## src/design/vbl_pkg.sv

```systemverilog
// Package for the vehicle-bus lock and bit-format block.
// Assumes a 125 MHz system clock and classic Wishbone register access.
package vbl_pkg;
  // Register byte offsets
  localparam logic [7:0] VBL_OFS_CONTROL = 8'h00;
  localparam logic [7:0] VBL_OFS_COMMAND = 8'h04;
  localparam logic [7:0] VBL_OFS_FLAG = 8'h08;
  localparam logic [7:0] VBL_OFS_LOCK_LO = 8'h0c;
  localparam logic [7:0] VBL_OFS_LOCK_HI = 8'h10;
  localparam logic [7:0] VBL_OFS_TX_DATA = 8'h14;
  localparam logic [7:0] VBL_OFS_RX_DATA = 8'h18;
  localparam logic [7:0] VBL_OFS_OWN_ADDR = 8'h1c;
  // Control register fields
  localparam int VBL_CTL_PIN_SWITCH_BIT = 7;
  localparam int VBL_CTL_POLARITY_BIT = 6;
  localparam logic [7:0] VBL_CTL_RESET = 8'h00;
  // Command register: write this value to drop the lock
  localparam logic [7:0] VBL_CMD_UNLOCK = 8'h01;
  // Flag register field
  localparam int VBL_FLG_LOCKED_BIT = 0;
  // Slave status byte layout
  localparam int VBL_SSR_LOCK_BIT = 2;
  localparam int VBL_SSR_RXNE_BIT = 1;
  localparam int VBL_SSR_TXNE_BIT = 0;
  localparam logic [1:0] VBL_SSR_MODE = 2'h2;
  // Control codes
  localparam logic [3:0] VBL_CC_STATUS = 4'h0;
  localparam logic [3:0] VBL_CC_READ_LOCK = 4'h3;
  localparam logic [3:0] VBL_CC_ADDR_LO = 4'h4;
  localparam logic [3:0] VBL_CC_ADDR_HI = 4'h5;
  localparam logic [3:0] VBL_CC_STATUS_UNLOCK = 4'h6;
  localparam logic [3:0] VBL_CC_READ = 4'h7;
  localparam logic [3:0] VBL_CC_CMD_LOCK = 4'ha;
  localparam logic [3:0] VBL_CC_WRITE_LOCK = 4'hb;
  localparam logic [3:0] VBL_CC_CMD = 4'he;
  localparam logic [3:0] VBL_CC_WRITE = 4'hf;
  localparam int VBL_CC_DIR_BIT = 3;
  // Bit period timing, each period in ns
  localparam int VBL_CLK_NS = 8;
  localparam int VBL_PREP_NS = 80;
  localparam int VBL_SYNC_NS = 160;
  localparam int VBL_DATA_NS = 160;
  localparam int VBL_HALT_NS = 40;
  localparam int VBL_PREP_CYC = (VBL_PREP_NS + VBL_CLK_NS - 1) / VBL_CLK_NS;
  localparam int VBL_SYNC_CYC = (VBL_SYNC_NS + VBL_CLK_NS - 1) / VBL_CLK_NS;
  localparam int VBL_DATA_CYC = (VBL_DATA_NS + VBL_CLK_NS - 1) / VBL_CLK_NS;
  localparam int VBL_HALT_CYC = (VBL_HALT_NS + VBL_CLK_NS - 1) / VBL_CLK_NS;
  // Bit period phases
  typedef enum logic [1:0] {
    VBL_PH_PREP = 2'b00,
    VBL_PH_SYNC = 2'b01,
    VBL_PH_DATA = 2'b11,
    VBL_PH_HALT = 2'b10
  } vbl_phase_t;
endpackage

```

## src/design/vbl_bit_tx.sv

```systemverilog
// Serial bit shaper: preparation, sync, data and halt periods per bit.
// Assumes a same-clock request; a bit starts only while idle.
`timescale 1ns/1ps
`default_nettype none
module vbl_bit_tx
  import vbl_pkg::*;
(
  // Clock and reset
  input wire logic clk_i,
  input wire logic rst_i,
  // Bit request
  input wire logic start_i,
  input wire logic bit_i,
  output logic busy_o,
  output logic done_o,
  // Logic level of the line
  output logic line_o
);
  typedef struct packed {
    logic busy;
    vbl_phase_t phase;
    logic [7:0] cnt;
    logic bitv;
    logic line;
    logic done;
  } vbl_tx_state_t;

  vbl_tx_state_t s_reg;
  vbl_tx_state_t s_next;

  // period lengths as parameters
  // Period length of the current phase
  function automatic logic [7:0] plen(input vbl_phase_t ph);
    case (ph)
      VBL_PH_PREP: plen = 8'(VBL_PREP_CYC);
      VBL_PH_SYNC: plen = 8'(VBL_SYNC_CYC);
      VBL_PH_DATA: plen = 8'(VBL_DATA_CYC);
      default: plen = 8'(VBL_HALT_CYC);
    endcase
  endfunction

  // Phase sequencer
  always_comb begin
    s_next = s_reg;
    s_next.done = 1'b0;
    if (!s_reg.busy) begin
      s_next.line = 1'b1;
      if (start_i) begin
        s_next.busy = 1'b1;
        s_next.phase = VBL_PH_PREP;
        s_next.cnt = 8'h01;
        s_next.bitv = bit_i;
      end
    end else if (s_reg.cnt >= plen(s_reg.phase)) begin
      s_next.cnt = 8'h01;
      case (s_reg.phase)
        VBL_PH_PREP: begin
          s_next.phase = VBL_PH_SYNC;
          s_next.line = 1'b0;
        end
        VBL_PH_SYNC: begin
          s_next.phase = VBL_PH_DATA;
          s_next.line = s_reg.bitv;
        end
        VBL_PH_DATA: begin
          s_next.phase = VBL_PH_HALT;
          s_next.line = 1'b1;
        end
        default: begin
          s_next.busy = 1'b0;
          s_next.done = 1'b1;
          s_next.phase = VBL_PH_PREP;
        end
      endcase
    end else begin
      s_next.cnt = s_reg.cnt + 8'h01;
    end
  end

  // State register
  always_ff @(posedge clk_i) begin
    if (rst_i) begin
      s_reg <= '{busy: 1'b0, phase: VBL_PH_PREP, cnt: 8'h00, bitv: 1'b0, line: 1'b1, done: 1'b0};
    end else begin
      s_reg <= s_next;
    end
  end

  assign busy_o = s_reg.busy;
  assign done_o = s_reg.done;
  assign line_o = s_reg.line;
endmodule
`default_nettype wire

```

## src/design/vbl_lock_ctrl.sv

```systemverilog
// Slave lock handling, control-code dispatch, pin routing and bit output.
// Assumes a frame decoder on the same clock reporting frame events, and
// a classic Wishbone master for the registers.
// Frame event inputs are one-cycle pulses on the same clock.
// Broadcast frames pass data on but never change the lock.
//
// Contract
// - Data-read codes send the transmit data buffer to the master.
// - Data and command writes pass received bytes to the application.
// - Locked-address reads return 12-bit locking master address in two bytes.
// - While locked, accept data only from the locking master.
// - Lock code acked, frame ends short: lock and set status bit 2.
// - Lock only on byte count overflow; other errors leave lock unchanged.
// - Lock or unlock code with full byte count in frame clears lock.
// - Broadcast frames never set or clear the lock.
// - Reset, module stop or software unlock command release the lock.
// - General flag register shows the locked flag.
// - Each bit: preparation 1, sync 0, data value, halt 1.
// - Sync and data periods about equal in length.
// - Resynchronise each bit; timing differs by bit kind and role. The shaper here uses one fixed set of period lengths for every bit.
// - Transmit on a dedicated output pin, receive from a dedicated input.
// - Control bit 7 routes pins to port functions or to the bus.
// - Control bit 6 selects pin polarity; 0 means active low.
// - Locked: refuse non-locker codes except status and address reads.
// - Control code bit 3 gives the direction; 1 is master to slave.
//
// The implementer's own choices: the Wishbone slave port and the placing of the registers.
`timescale 1ns/1ps
`default_nettype none
module vbl_lock_ctrl
  import vbl_pkg::*;
(
  // Clock and reset
  input wire logic clk_i,
  input wire logic rst_i,
  input wire logic module_stop_i,
  // Wishbone slave
  input wire logic wb_cyc_i,
  input wire logic wb_stb_i,
  input wire logic wb_we_i,
  input wire logic [7:0] wb_adr_i,
  input wire logic [3:0] wb_sel_i,
  input wire logic [31:0] wb_dat_i,
  output logic [31:0] wb_dat_o,
  output logic wb_ack_o,
  // Frame events from the decoder
  input wire logic ctl_valid_i,
  input wire logic [3:0] ctl_code_i,
  input wire logic [11:0] ctl_master_i,
  input wire logic ctl_broadcast_i,
  input wire logic len_ack_i,
  input wire logic frame_end_i,
  input wire logic frame_complete_i,
  input wire logic frame_overflow_i,
  input wire logic rx_byte_valid_i,
  input wire logic [7:0] rx_byte_i,
  input wire logic tx_byte_req_i,
  // Answers to the decoder and received bytes for the application
  output logic ctl_ack_o,
  output logic ctl_dir_m2s_o,
  output logic [7:0] tx_byte_o,
  output logic tx_byte_valid_o,
  output logic rx_app_valid_o,
  output logic [7:0] rx_app_byte_o,
  output logic rx_app_cmd_o,
  // Bit shaper request
  input wire logic bit_start_i,
  input wire logic bit_value_i,
  output logic bit_busy_o,
  output logic bit_done_o,
  // Pins
  output logic bus_tx_o,
  input wire logic bus_rx_i,
  output logic rx_logic_o,
  output logic port_mode_o
);
  typedef struct packed {
    logic [7:0] ctl;
    logic locked;
    logic [11:0] lock_addr;
    logic [7:0] tx_data;
    logic tx_full;
    logic [7:0] rx_data;
    logic rx_full;
    logic [3:0] code;
    logic active;
    logic acked;
    logic ack;
    logic [7:0] tx_byte;
    logic tx_valid;
    logic [7:0] app_byte;
    logic app_valid;
    logic app_cmd;
    logic [31:0] rdat;
    logic wb_ack;
    logic rx_s1;
    logic rx_s2;
    logic bcast;
  } vbl_state_t;

  vbl_state_t s_reg;
  vbl_state_t s_next;
  logic line;
  logic wb_req;
  logic [7:0] slave_status_byte;
  logic allowed;
  logic tx_level;
  logic rx_level;

  vbl_bit_tx u_bit_tx (
    .clk_i(clk_i),
    .rst_i(rst_i),
    .start_i(bit_start_i),
    .bit_i(bit_value_i),
    .busy_o(bit_busy_o),
    .done_o(bit_done_o),
    .line_o(line)
  );

  // One request per access; a pending ack blocks a second
  assign wb_req = wb_cyc_i && wb_stb_i && !s_reg.wb_ack;

  // Slave status byte
  always_comb begin
    slave_status_byte = 8'h00;
    slave_status_byte[7:6] = VBL_SSR_MODE;
    slave_status_byte[VBL_SSR_LOCK_BIT] = s_reg.locked;
    slave_status_byte[VBL_SSR_RXNE_BIT] = s_reg.rx_full;
    slave_status_byte[VBL_SSR_TXNE_BIT] = s_reg.tx_full;
  end

  // Control codes accepted by this slave
  always_comb begin
    case (ctl_code_i)
      VBL_CC_STATUS, VBL_CC_ADDR_LO, VBL_CC_ADDR_HI: allowed = 1'b1;
      VBL_CC_READ_LOCK, VBL_CC_STATUS_UNLOCK, VBL_CC_READ, VBL_CC_CMD_LOCK,
      VBL_CC_WRITE_LOCK, VBL_CC_CMD, VBL_CC_WRITE:
        allowed = !s_reg.locked || (ctl_master_i == s_reg.lock_addr);
      // Undefined codes are never acknowledged
      default: allowed = 1'b0;
    endcase
  end

  // Next state
  always_comb begin
    s_next = s_reg;
    // Clear one-cycle pulses by default
    s_next.wb_ack = 1'b0;
    s_next.ack = 1'b0;
    s_next.tx_valid = 1'b0;
    s_next.app_valid = 1'b0;
    // Two-flop synchroniser for the receive pin
    s_next.rx_s1 = bus_rx_i;
    s_next.rx_s2 = s_reg.rx_s1;
    // Control field decode
    if (ctl_valid_i) begin
      s_next.code = ctl_code_i;
      s_next.active = allowed;
      s_next.bcast = ctl_broadcast_i;
      s_next.acked = 1'b0;
      // No acknowledge is returned to a broadcast
      s_next.ack = allowed && !ctl_broadcast_i;
    end
    // Length acknowledged; a short frame may now lock
    if (len_ack_i && s_reg.active) begin
      s_next.acked = 1'b1;
    end
    // Byte supply for slave-to-master fields
    if (tx_byte_req_i && s_reg.active) begin
      s_next.tx_valid = 1'b1;
      case (s_reg.code)
        VBL_CC_READ, VBL_CC_READ_LOCK: begin
          s_next.tx_byte = s_reg.tx_data;
          s_next.tx_full = 1'b0;
        end
        VBL_CC_ADDR_LO: s_next.tx_byte = s_reg.lock_addr[7:0];
        VBL_CC_ADDR_HI: s_next.tx_byte = {4'h0, s_reg.lock_addr[11:8]};
        // Status reads send the slave status byte
        default: s_next.tx_byte = slave_status_byte;
      endcase
    end
    if (rx_byte_valid_i && s_reg.active && s_reg.code[VBL_CC_DIR_BIT]) begin
      s_next.app_valid = 1'b1;
      s_next.app_byte = rx_byte_i;
      s_next.app_cmd = !s_reg.code[0];
      s_next.rx_data = rx_byte_i;
      s_next.rx_full = 1'b1;
    end
    // Frame end closes the transfer
    if (frame_end_i) begin
      s_next.active = 1'b0;
    end
    // broadcast frames leave the lock alone
    if (frame_end_i && s_reg.active && !s_reg.bcast) begin
      case (s_reg.code)
        VBL_CC_READ_LOCK, VBL_CC_CMD_LOCK, VBL_CC_WRITE_LOCK: begin
          if (s_reg.acked && frame_overflow_i && !frame_complete_i) begin
            s_next.locked = 1'b1;
            s_next.lock_addr = ctl_master_i;
          end else if (frame_complete_i) begin
            s_next.locked = 1'b0;
          end
        end
        VBL_CC_STATUS_UNLOCK: begin
          if (frame_complete_i) begin
            s_next.locked = 1'b0;
          end
        end
        // Plain reads and writes keep the lock
        default: ;
      endcase
    end
    // Register access
    if (wb_req) begin
      s_next.wb_ack = 1'b1;
      // Read data is the low byte, zero-extended
      s_next.rdat = 32'h0000_0000;
      case (wb_adr_i)
        VBL_OFS_CONTROL: s_next.rdat[7:0] = s_reg.ctl;
        VBL_OFS_FLAG: s_next.rdat[VBL_FLG_LOCKED_BIT] = s_reg.locked;
        VBL_OFS_LOCK_LO: s_next.rdat[7:0] = s_reg.lock_addr[7:0];
        VBL_OFS_LOCK_HI: s_next.rdat[3:0] = s_reg.lock_addr[11:8];
        VBL_OFS_TX_DATA: s_next.rdat[7:0] = s_reg.tx_data;
        VBL_OFS_RX_DATA: s_next.rdat[7:0] = s_reg.rx_data;
        // Unmapped offsets read as zero
        default: ;
      endcase
      // A byte arriving in the same cycle keeps the buffer full
      if (!wb_we_i && wb_adr_i == VBL_OFS_RX_DATA && !s_next.app_valid) begin
        s_next.rx_full = 1'b0;
      end
      if (wb_we_i && wb_sel_i[0]) begin
        case (wb_adr_i)
          VBL_OFS_CONTROL: s_next.ctl = wb_dat_i[7:0];
          VBL_OFS_COMMAND: if (wb_dat_i[7:0] == VBL_CMD_UNLOCK) s_next.locked = 1'b0;
          VBL_OFS_TX_DATA: begin
            s_next.tx_data = wb_dat_i[7:0];
            s_next.tx_full = 1'b1;
          end
          // Other offsets are read-only or unused
          default: ;
        endcase
      end
    end
    // module stop releases lock
    // Stop also ends any transfer in progress
    if (module_stop_i) begin
      s_next.locked = 1'b0;
      s_next.active = 1'b0;
    end
  end

  // State register
  always_ff @(posedge clk_i) begin
    if (rst_i) begin
      s_reg <= '0;
      // Control register back to its reset value
      s_reg.ctl <= VBL_CTL_RESET;
    end else begin
      s_reg <= s_next;
    end
  end

  always_comb begin
    tx_level = !line;
    rx_level = !s_reg.rx_s2;
    // Active-high pins carry the logic level unchanged
    if (s_reg.ctl[VBL_CTL_POLARITY_BIT]) begin
      tx_level = line;
      rx_level = s_reg.rx_s2;
    end
  end

  // pin route switch
  // Transmit pin held low while the pins serve the port
  assign bus_tx_o = s_reg.ctl[VBL_CTL_PIN_SWITCH_BIT] ? tx_level : 1'b0;
  assign rx_logic_o = rx_level;
  assign port_mode_o = !s_reg.ctl[VBL_CTL_PIN_SWITCH_BIT];
  // Transfer outputs come straight from the state
  // direction from bit 3
  assign ctl_dir_m2s_o = s_reg.code[VBL_CC_DIR_BIT];
  assign ctl_ack_o = s_reg.ack;
  assign tx_byte_o = s_reg.tx_byte;
  assign tx_byte_valid_o = s_reg.tx_valid;
  assign rx_app_valid_o = s_reg.app_valid;
  assign rx_app_byte_o = s_reg.app_byte;
  assign rx_app_cmd_o = s_reg.app_cmd;
  assign wb_dat_o = s_reg.rdat;
  assign wb_ack_o = s_reg.wb_ack;
endmodule
`default_nettype wire

```

## config.mk

```make
export PLATFORM = sky130hd
export DESIGN_NAME = vbl_lock_ctrl
export DESIGN_NICKNAME = d
export VERILOG_FILES = /design/src/design/vbl_pkg.sv /design/src/design/vbl_bit_tx.sv /design/src/design/vbl_lock_ctrl.sv
export SDC_FILE = /design/constraint.sdc
export NUM_CORES = 1
export LEC_CHECK = 0
export BUFFER_PORTS_ARGS = -buffer_cell sky130_fd_sc_hd__buf_2
export CORE_ASPECT_RATIO = 1.4
export CORE_UTILIZATION = 55
export DETAILED_ROUTE_END_ITERATION = 8
export PLACE_DENSITY = 0.86
export SLEW_MARGIN = 15
export SYNTH_ARGS = -nofsm -noshare
export SYNTH_HDL_FRONTEND = slang
export SYNTH_SLANG_ARGS = --single-unit
```

## constraint.sdc

```tcl
create_clock -name clk_i -period 5.45 [get_ports clk_i]
set_input_delay 0.545 -clock clk_i [delete_from_list [all_inputs] [get_ports clk_i]]
set_output_delay 0.545 -clock clk_i [all_outputs]
set_load 0.01 [all_outputs]
```

**Word level (Yosys, flattened, before mapping)**

Cells that the tools add are included.
Widths: inputs -> output; s select.

- $add $sub $neg: 1
- Equality and inequality tests: 27
- Bitwise logic cells: 3
- Magnitude comparators: 1
- Mux-type cells: 41
- Reductions and logical operators: 49

Operators by type and width:

| operator | number |
|---|---|
| $mux 12 | 3 |
| $eq 4x3->1 const B | 8 |
| $eq 4x4->1 const B | 6 |
| $eq 8x5->1 const B | 3 |
| $pmux 8 s3 | 1 |
| $mux 1 | 22 |
| $eq 8x4->1 const B | 2 |
| $mux 8 | 2 |
| $pmux 4 s4 | 1 |
| $pmux 3 s5 | 1 |
| $reduce_or 3->1 | 5 |
| $logic_and 1x1->1 | 14 |
| $mux 13 | 1 |
| $eq 12x12->1 | 1 |
| $logic_not 1->1 | 11 |
| $mux 11 | 1 |
| $pmux 5 s2 | 1 |
| $reduce_or 2->1 | 5 |
| $reduce_and 3->1 | 3 |
| $add 8x1->8 const B | 1 |
| $eq 4x2->1 const B | 2 |
| $eq 8x1->1 const B | 1 |
| $eq 8x3->1 const B | 1 |
| $ge 8x8->1 | 1 |
| 18 further kinds | 25 |

- Output and inout port bits: 59
- Bits in registers: 83
- Input port bits: 85

**Longest topological paths before layout**

Gate-level depths: netlist of the first run.

- Depth after elaboration: 9
- Gate-level depth with buffers: 8

**Cells and area by module**

A second synthesis of the first run with hierarchy kept.

- Cell total of the unflattened synthesis: 537
- Area total of the unflattened synthesis: 4495.6 um^2

By module, submodules not included:

| module | area an instance (um^2) | instances | cells an instance |
|---|---|---|---|
| vbl_lock_ctrl | 3781.1 | 1 | 457 |
| vbl_bit_tx | 714.4 | 1 | 80 |

**Worst setup path before layout of the first run**

OpenSTA, ideal clock, no wires.

- Path type: input to register
- Start: input wb_adr_i[5]
- End: register s_reg[100] (netlist name)
- Path buffers: 1
- Data arrival time: 1809 ps
- Library setup time: 128 ps
- Required time: 5322 ps
- Stages: 6
- Setup slack: 3514 ps
- Cell sequence: or3_1 -> buf_2 -> nor4_4 -> nand2_2 -> mux2i_1 -> nor2_1

- Word-level cells in the longest chain between the ends: 2

RTL lines:

| what | RTL line | RTL |
|---|---|---|
| start, declared | vbl_lock_ctrl.sv:41 | `input wire logic [7:0] wb_adr_i,` |
| $logic_not 8->1 | vbl_lock_ctrl.sv:233 | `case (wb_adr_i)` |
| $reduce_and 3->1 (no source line) | -- |  |
| end signal, assigned | vbl_lock_ctrl.sv:260 | `s_reg <= s_next;` |
| end, declared | vbl_lock_ctrl.sv:101 | `vbl_state_t s_reg;` |

Every way passes these cells.
A chain may end at the register's enable or synchronous reset.

**Worst setup path in the final report of the first run**

- Start: register u_bit_tx.s_reg[12] (netlist name)
- End: register u_bit_tx.s_reg[5] (netlist name)

- Word-level cells in the longest chain between the ends: 7
- Elaborated cells between the ends (all ways): 9

RTL lines:

| what | RTL line | RTL |
|---|---|---|
| start, declared | vbl_bit_tx.sv:28 | `vbl_tx_state_t s_reg;` |
| start signal, assigned | vbl_bit_tx.sv:83 | `s_reg <= '{busy: 1'b0, phase: VBL_PH_PREP, cnt: 8'h00, bitv: 1'b0, line: 1'b1, done: 1'b0};` |
| start signal, assigned | vbl_bit_tx.sv:85 | `s_reg <= s_next;` |
| $eq 2x1->1 / $eq 2x2->1 (equally long branches) | vbl_bit_tx.sv:34 | `case (ph)` |
| $reduce_or 2->1 (no source line) | -- |  |
| $pmux 5 s2 (*) | vbl_bit_tx.sv:34 |  |
| $mux 8 (*) | vbl_bit_tx.sv:46 | `if (!s_reg.busy) begin` |
| $ge 8x8->1 (*) | vbl_bit_tx.sv:54 | `end else if (s_reg.cnt >= plen(s_reg.phase)) begin` |
| $mux 8 (*) | vbl_bit_tx.sv:54 |  |
| $mux 11 (*) | vbl_bit_tx.sv:46 |  |

Mark *: on every way between the ends. The rest lies on a longest branch, timed or not. The select of a mux whose other input is x is not followed.

==> impl_metrics.ini, run 1 <==
[timing]
fmaxAchievable_ghz = 0.476
finalCritPeriodShare_pct = 38.6
finClkSkew_ps = 6.54
worstMarginPinSlew_ps = 828
maxSlewViolCount = 0
grt_setup_unrepaired = false
setup_viol = 0
hold_violations = 0
hold_ws_ps = 355
timing.slew.headroom_pct = 44.8
finalSetupTns_ps = 0
fin_crit_ps = 2100

[place]
routabilityCongestion = 0.953
place_area_um2 = 4510
placed_cells = 640
dp_hpwl_mm = 7.63
port_buffers = 92

[logic_synthesis]
synthArstFlopShare_pct = 0
yosys_register_bits = 83
synth.most_common_cell = dfxtp_1
synth_top_cell_area_share_pct = 38.8
synth.area.top_cells = dfxtp_1 (39%), buf_4 (8.8%), mux2i_1 (7.0%)
netlist_area_um2 = 4280
ys_warn_count = 0
synth_common_cells = dfxtp_1 (83), nor2_1 (63), buf_4 (50), nand2_1 (47), mux2i_1 (30)
synth_ff_type = dfxtp_1
avgSynthCellArea_um2 = 8.65
synth_top_area_cell = dfxtp_1
synth_cell_types = 57
ys_seq_area_share_pct = 38.8
syn_inst = 495
synth_edf_count = 0

[global_routing]
grt_pass1_wl_mm = 16.5
grt_max_degree = 79
grt_usage_pct = 26.0
antenna_found_initial = 0
first_global_vias = 3593
overflow = 0

[die]
core_area_um2 = 7450
fp.dieW_um = 76.6
dieArea_um2 = 8150
pin_count = 144
start_util_pct = 57.5
num_rows = 37
die_y_um = 106

[critical_path]
worstReg2RegStart = u_bit_tx.s_reg[12]$_SDFFE_PP0P_
reg2reg_depth = 8
critPathMaxFanout = 9
end_kind = flop
r2r_setup_slack_ps = 3350
r2r_end = u_bit_tx.s_reg[5]$_SDFFE_PP0P_
crit_slowest_cell = o211ai_1
crit_start = u_bit_tx.s_reg[12]$_SDFFE_PP0P_
start_kind = flop
cp_cell_sequence = nor2_1, inv_1, ha_1, a31oi_1, nor2b_1, o211ai_1, a31oi_1, mux2i_1
path_class = flop to flop
critPathTopFamily = compound AO/OA/AOI/OAI gates
cp.buffers_inverters = 1
crit_arrival_ps = 2400
cpMostUsedCell = a31oi_1
required_ps = 5750
cpPeakStageDelay_ps = 520

[clock_tree]
cts_buffer_depth = 2
numCtsBuffers = 9
cts.clk_slew.worst_paths_ps = 80
clk_latency_ps = 360
cts_tree = yes
cts.repair.resized = 0
cts.root.buffer_cell = clkbuf_8
cts_sinks = 83
htree_num_levels = 3
post-cts-setup-buffers = 0
hold_buffers = 0

[layout]
drive_gt1_share_pct = 22.2
largest_reg_flops = 38
antenna_cells = 0
nNetsFinal = 645
final_area_um2 = 4730
fin_cells = 655
syn_to_final_growth_pct = 10.5
fill_cells = 658

[hold_path]
worstHoldStart = ctl_broadcast_i
holdPathEnd = ctl_ack_o$_SDFF_PP0_
hold_class = primary input to flop
whs_path_depth = 2

[routing]
first_iter_violations = 223
wl_per_cell_um = 15.6
drc = 0
wl_mm = 10.2
drt_pass1_iterations = 5
drtAntennaViolNets = 0
vias_per_cell = 5.73
via_count = 3751

[job]
cap_violations = 0

[power]
p_leak_nw = 1.93
powerDensity_nw_per_um2 = 255
ir_worst_vdd_uv = 136

[outcome]
status = completed
-- area by class of cell --
cell class / count / area [um2] / share of cell area [%]
multi-input cells: 358 / 2230 / 47.2
flip-flops and latches: 83 / 1660 / 35.1
repair buffers: 93 / 468 / 9.88
clock buffers: 11 / 141 / 2.99
well taps: 97 / 121 / 2.56
clock inverters: 4 / 75.1 / 1.59
inverters: 9 / 33.8 / 0.714
-- worst register-to-register path, delay by kind of cell (launching register included) --
kind,cells,cell delay (ps)
AO/OA/AOI/OAI,3,890
flip-flops,1,360
adder cells (fa/ha/maj),1,290
AND/OR/NAND/NOR,2,260
multiplexers,1,160
buffers and inverters,1,80
-- cell families after synthesis --
kind of cell / after synthesis / share of synthesized area [%]
AOI/OAI and AO/OA: 103 / 17.0
DFF: 83 / 38.8
xor gates and xnor gates: 15 / 3.07
adders and majority gates: 6 / 1.75
buffers and inverters: 77 / 11.2
muxes: 34 / 8.33
other: 1 / 0.0876
and+or+nand+nor: 176 / 19.8
-- power breakdown --
group	switching, mW	internal (mW)
clock	0.217	0.268
sequential	0.00887	0.612
combinational	0.0612	0.0383
-- layout by cell type (no fill, tap or decap), drive strengths merged, types with 4 or more instances in the layout --
| master | Yosys | routed |
|---|---|---|
| buf | 57 | 93 |
| dfxtp | 83 | 83 |
| nor2 | 63 | 63 |
| nand2 | 48 | 48 |
| a21oi | 35 | 35 |
| mux2i | 30 | 30 |
| conb | 1 | 24 |
| a22oi | 13 | 13 |
| xnor2 | 12 | 12 |
| nor2b | 11 | 11 |
| nand3 | 11 | 11 |
| clkbuf | 11 | 11 |
| inv | 9 | 9 |
| o21ai | 8 | 8 |
| nand2b | 7 | 7 |
| a211oi | 7 | 7 |
| nor3 | 7 | 7 |
| and2 | 6 | 6 |
| ha | 6 | 6 |
| or3 | 5 | 5 |
| a2bb2oi | 5 | 5 |
| a32oi | 4 | 4 |
| o22ai | 4 | 4 |
| nor4 | 4 | 4 |
-- worst max path at each step --
stage | cells after the start | to
2_1_floorplan | 6 | s_reg[100]$_SDFFE_PP0P_
3_3_place_gp | 6 | s_reg[99]$_SDFFE_PP0P_
3_5_place_dp | 5 | s_reg[81]$_SDFFE_PP0P_
4_1_cts | 4 | s_reg[81]$_SDFFE_PP0P_
5_1_grt | 8 | u_bit_tx.s_reg[5]$_SDFFE_PP0P_
6_report | 8 | u_bit_tx.s_reg[5]$_SDFFE_PP0P_
-- per-layer routing --
layer,global-route usage (%),vias to the layer above,wire [um]
li1,-,1798,-
met1,27.0,1775,3830
met2,47.0,144,5440
met3,5.92,34,562
met4,16.1,0,379
met5,0,-,0
-- through the flow --
stage	setup slack, ps	utilization, %	power [mW]
after global placement	3210	60.5	0.729
after global routing	3170	63.5	1.25
after floorplan	3510	-	0.706
after detailed placement	3140	60.5	0.733
final	3350	63.5	1.21
after CTS	3200	63.4	1.21
(Power assumes the default switching activity.)
==> run 2, diff against run 1 <==
- CORE_UTILIZATION: 55 -> 46
- PLACE_DENSITY: 0.86 -> 0.77
- clock period: 5.45 -> 1.9 ns (I/O delays scaled with it)
==> impl_metrics.ini, run 2 (same netlist as run 1, synthesis figures left out) <==
[routing]
first_iter_violations = 260
vias_per_cell = 5.47
drc = 0
wl_mm = 10.5
drt_pass1_iterations = 5
wl_per_cell_um = 15.5
drtAntennaViolNets = 0
via_count = 3700

[timing]
fmaxAchievable_ghz = 0.555
worstMarginPinSlew_ps = 598
timing.slew.headroom_pct = 60.1
maxSlewViolCount = 0
fin_crit_ps = 1800
finalCritPeriodShare_pct = 94.7
finClkSkew_ps = 6.41
setup_viol = 0
hold_violations = 0

[place]
dp_hpwl_mm = 8.06
routabilityCongestion = 0.882
placed_cells = 660
port_buffers = 92
place_area_um2 = 4600

[hold_path]
whs_path_depth = 2
hold_class = primary input to flop

[global_routing]
first_global_vias = 3546
grt_use_met3_pct = 5.94
antenna_found_initial = 0
met2_usage_pct = 38.9
grt_max_degree = 44
grt_usage_pct = 22.1
met1_usage_pct = 23.5
grt-busiest-layer = met2
grt_pass1_wl_mm = 16.7
overflow = 0

[critical_path]
end_kind = flop
required_ps = 2140
reg2reg_depth = 8
critPathMaxFanout = 4
crit_arrival_ps = 2040
start_kind = flop
path_class = flop to flop

[clock_tree]
cts_sinks = 83
clk_latency_ps = 340
cts_tree = yes
cts.clk_slew.worst_paths_ps = 60
cts_buffer_depth = 2
htree_num_levels = 3
cts.root.buffer_cell = clkbuf_16
numCtsBuffers = 9

[die]
core_area_um2 = 9030
fp.dieW_um = 83.6
num_rows = 41
pin_count = 144
die_y_um = 116
start_util_pct = 47.4
dieArea_um2 = 9710

[layout]
antenna_cells = 0
final_common_cell = buf_2
syn_to_final_growth_pct = 15.5
final_area_um2 = 4950
fin_cells = 676
layout_common_cells = buf_2 (92), dfxtp_1 (81), nor2_1 (61)
nNetsFinal = 655
drive_gt1_share_pct = 25.8
largest_reg_flops = 38
post-route-util_pct = 54.8

[outcome]
status = completed

[power]
p_leak_nw = 2.01
ir_worst_vdd_uv = 447
powerDensity_nw_per_um2 = 770

[job]
cap_violations = 0
[run 2: final cells by class]
class,count,area (um2)
fillers,829,4080
multi-input cells,358,2270
flip-flops and latches,83,1670
repair buffers,103,543
clock buffers,12,246
well taps,107,134
clock inverters,4,50.0
inverters,9,33.8
[run 2: final timing paths]
check / from / end / slack, ps
max: u_bit_tx.s_reg[11]$_SDFFE_PP0P_ / u_bit_tx.done_o$_SDFF_PP0_ / 100
min: ctl_broadcast_i / ctl_ack_o$_SDFF_PP0_ / 30
max reg2reg: u_bit_tx.s_reg[11]$_SDFFE_PP0P_ / u_bit_tx.done_o$_SDFF_PP0_ / 100
min reg2reg: s_next[1]$_SDFF_PP0_ / s_reg[1]$_SDFF_PP0_ / 450
[run 2: layer usage]
layer / vias up / wire length [um]
met5: - / 0
li1: 1825 / -
met2: 115 / 5490
met3: 30 / 557
met1: 1730 / 4020
met4: 0 / 382
[run 2: metrics by stage]
stage	setup TNS, ps	hold WS, ps	worst slack [ps]	total power [mW]
after floorplan	0	267	91.4	2.02
after global placement	0	371	24.3	2.10
after detailed placement	-219	376	-110	2.11
after CTS	0	17.0	28.8	3.83
after global routing	-41.2	21.0	-41.2	3.95
final	0	25.6	99.8	3.81
[run 2: critical path: stages (launching register included)]
cell	delay [ps]
dfxtp_4	370
nor2_4	130
inv_2	50
ha_1	280
a31oi_1	70
nor2b_1	190
o21ai_2	120
and2_2	220
nor3b_1	260
[run 2: report_power, final]
part | total (mW) | internal (mW) | switching (mW) | leakage [nW]
clock | 1.73 | 1.05 | 0.681 | 0.139
sequential | 1.78 | 1.76 | 0.0206 | 0.672
combinational | 0.298 | 0.116 | 0.182 | 1.20
[run 2: what timing repair did]
item / CTS / global route
resized for setup: 2 / 16
pin swaps: 0 / 4
buffers inserted: 0 / 0
setup endpoints to repair: 5 / 12
hold buffers: 0 / 0
==> run 3, diff against run 2 <==
- CORE_MARGIN: unset -> 2
==> impl_metrics.ini, run 3 (same netlist as run 1, synthesis figures left out) <==
[outcome]
status = completed

[hold_path]
whs_path_depth = 2
hold_class = primary input to flop
holdPathEnd = ctl_ack_o$_SDFF_PP0_
worstHoldStart = ctl_broadcast_i

[global_routing]
grt_pass1_wl_mm = 16.9
overflow = 0
antenna_found_initial = 0
grt_max_degree = 40
first_global_vias = 3442
grt_usage_pct = 21.2

[critical_path]
path_class = flop to flop
start_kind = flop
worstReg2RegStart = u_bit_tx.s_reg[12]$_SDFFE_PP0P_
end_kind = flop
cp_cell_sequence = nor2_2, inv_1, ha_1, a31oi_1, nor2b_1, o211ai_1, buf_4, a31oi_1, mux2i_1
critPathMaxFanout = 9
crit_slowest_cell = dfxtp_1
cpMostUsedCell = a31oi_1
r2r_end = u_bit_tx.s_reg[5]$_SDFFE_PP0P_
r2r_setup_slack_ps = 30
crit_start = u_bit_tx.s_reg[12]$_SDFFE_PP0P_
crit_arrival_ps = 2090
reg2reg_depth = 9
required_ps = 2120
cpPeakStageDelay_ps = 330

[place]
dp_slack_ps = -17.5
routabilityCongestion = 0.876
place_area_um2 = 4600
port_buffers = 92
dp_hpwl_mm = 8.11

[clock_tree]
cts.root.buffer_cell = clkbuf_16
cts_tree = yes
cts_buffer_depth = 2
htree_num_levels = 3
cts.clk_slew.worst_paths_ps = 60
clk_latency_ps = 340
cts_sinks = 83
post-cts-setup-buffers = 0
numCtsBuffers = 9

[layout]
nNetsFinal = 655
final_area_um2 = 4900
post-route-util_pct = 54.3
layout_common_cells = buf_2 (92), dfxtp_1 (83), nor2_1 (61)
largest_reg_flops = 38
drive_gt1_share_pct = 24.5
antenna_cells = 0
syn_to_final_growth_pct = 14.4
final_common_cell = buf_2

[timing]
worstMarginPinSlew_ps = 543
maxSlewViolCount = 0
finalCritPeriodShare_pct = 98.3
grt_setup_unrepaired = true
timing.slew.headroom_pct = 63.7
hold_ws_ps = 38.2
hold_violations = 0
fmaxAchievable_ghz = 0.536
setup_viol = 0
fin_crit_ps = 1870
finClkSkew_ps = 7.81
final.setup.worst_slack_ps = 32.6

[die]
die_y_um = 118
core_area_um2 = 9030
num_rows = 41
fp.dieW_um = 85.6
pin_count = 144
start_util_pct = 47.4
dieArea_um2 = 10100

[power]
p_leak_nw = 2.01
ir_worst_vdd_uv = 456
p_total_mw = 3.75
powerDensity_nw_per_um2 = 766

[routing]
via_count = 3666
vias_per_cell = 5.44
wl_per_cell_um = 15.7
drt_pass1_iterations = 4
first_iter_violations = 259
drtAntennaViolNets = 0
wl_mm = 10.5
drc = 0

[job]
cap_violations = 0
[run 3: changes by cell type in the layout (fill, tap and decap cells not counted), sizes merged]
cell | previous run | this run
clkinvlp | 2 | 0
clkbuf | 12 | 11
clkinv | 1 | 2
[run 3: stage by stage]
step / instances / TNS, ps
2_1_floorplan: 518 / 0
3_3_place_gp: 660 / 0
3_5_place_dp: 660 / -19.9
4_1_cts: 674 / 0
5_1_grt: 674 / -269
6_report: 674 / 0
[run 3: power breakdown]
| part | leakage, nW | internal, mW | total, mW | switching [mW] |
|---|---|---|---|---|
| combinational | 1.20 | 0.116 | 0.297 | 0.182 |
| clock | 0.141 | 1.03 | 1.68 | 0.643 |
| sequential | 0.671 | 1.76 | 1.78 | 0.0204 |
| total | 2.01 | 2.91 | 3.75 | 0.845 |
[run 3: area by class of cell]
cell class / count / area, um2
Clock buffer: 11 / 243
Clock inverter: 3 / 40.0
Fill cell: 850 / 4130
Inverter: 9 / 33.8
Multi-Input combinational cell: 358 / 2250
Sequential cell: 83 / 1660
Tap cell: 107 / 134
Timing Repair Buffer: 103 / 543
[run 3: worst max-delay path by stage]
stage                                          end  slack (ps)
floorplan             u_bit_tx.line_o$_SDFFE_PP1P_          90
global placement        u_bit_tx.busy_o$_SDFF_PP0_          50
detailed placement      u_bit_tx.busy_o$_SDFF_PP0_         -20
CTS                     u_bit_tx.busy_o$_SDFF_PP0_          40
global route            u_bit_tx.busy_o$_SDFF_PP0_         -70
finish              u_bit_tx.s_reg[5]$_SDFFE_PP0P_          30
[run 3: worst max-delay path: cells and delay by family, from the launching register on]
family                   cells  cell delay [ps]
flip-flops                   1              330
adder cells (fa/ha/maj)      1              300
AND/OR/NAND/NOR              2              380
buffers and inverters        2              260
multiplexers                 1               90
AO/OA/AOI/OAI                3              390
[run 3: what timing repair did]
item | CTS | global route
hold endpoints to repair | 0 | 0
endpoints found under the setup margin | 2 | 8
pin swaps | 0 | 1
gates resized for setup | 1 | 6
hold buffers | 0 | 0
[run 3: per-layer routing]
layer | vias up | GRT usage [%] | part of all wire [%]
met5 | - | 0 | 0
met4 | 0 | 10.3 | 3.1
met3 | 20 | 5.45 | 5.4
met2 | 114 | 36.6 | 53
met1 | 1717 | 23.7 | 39
li1 | 1815 | - | -
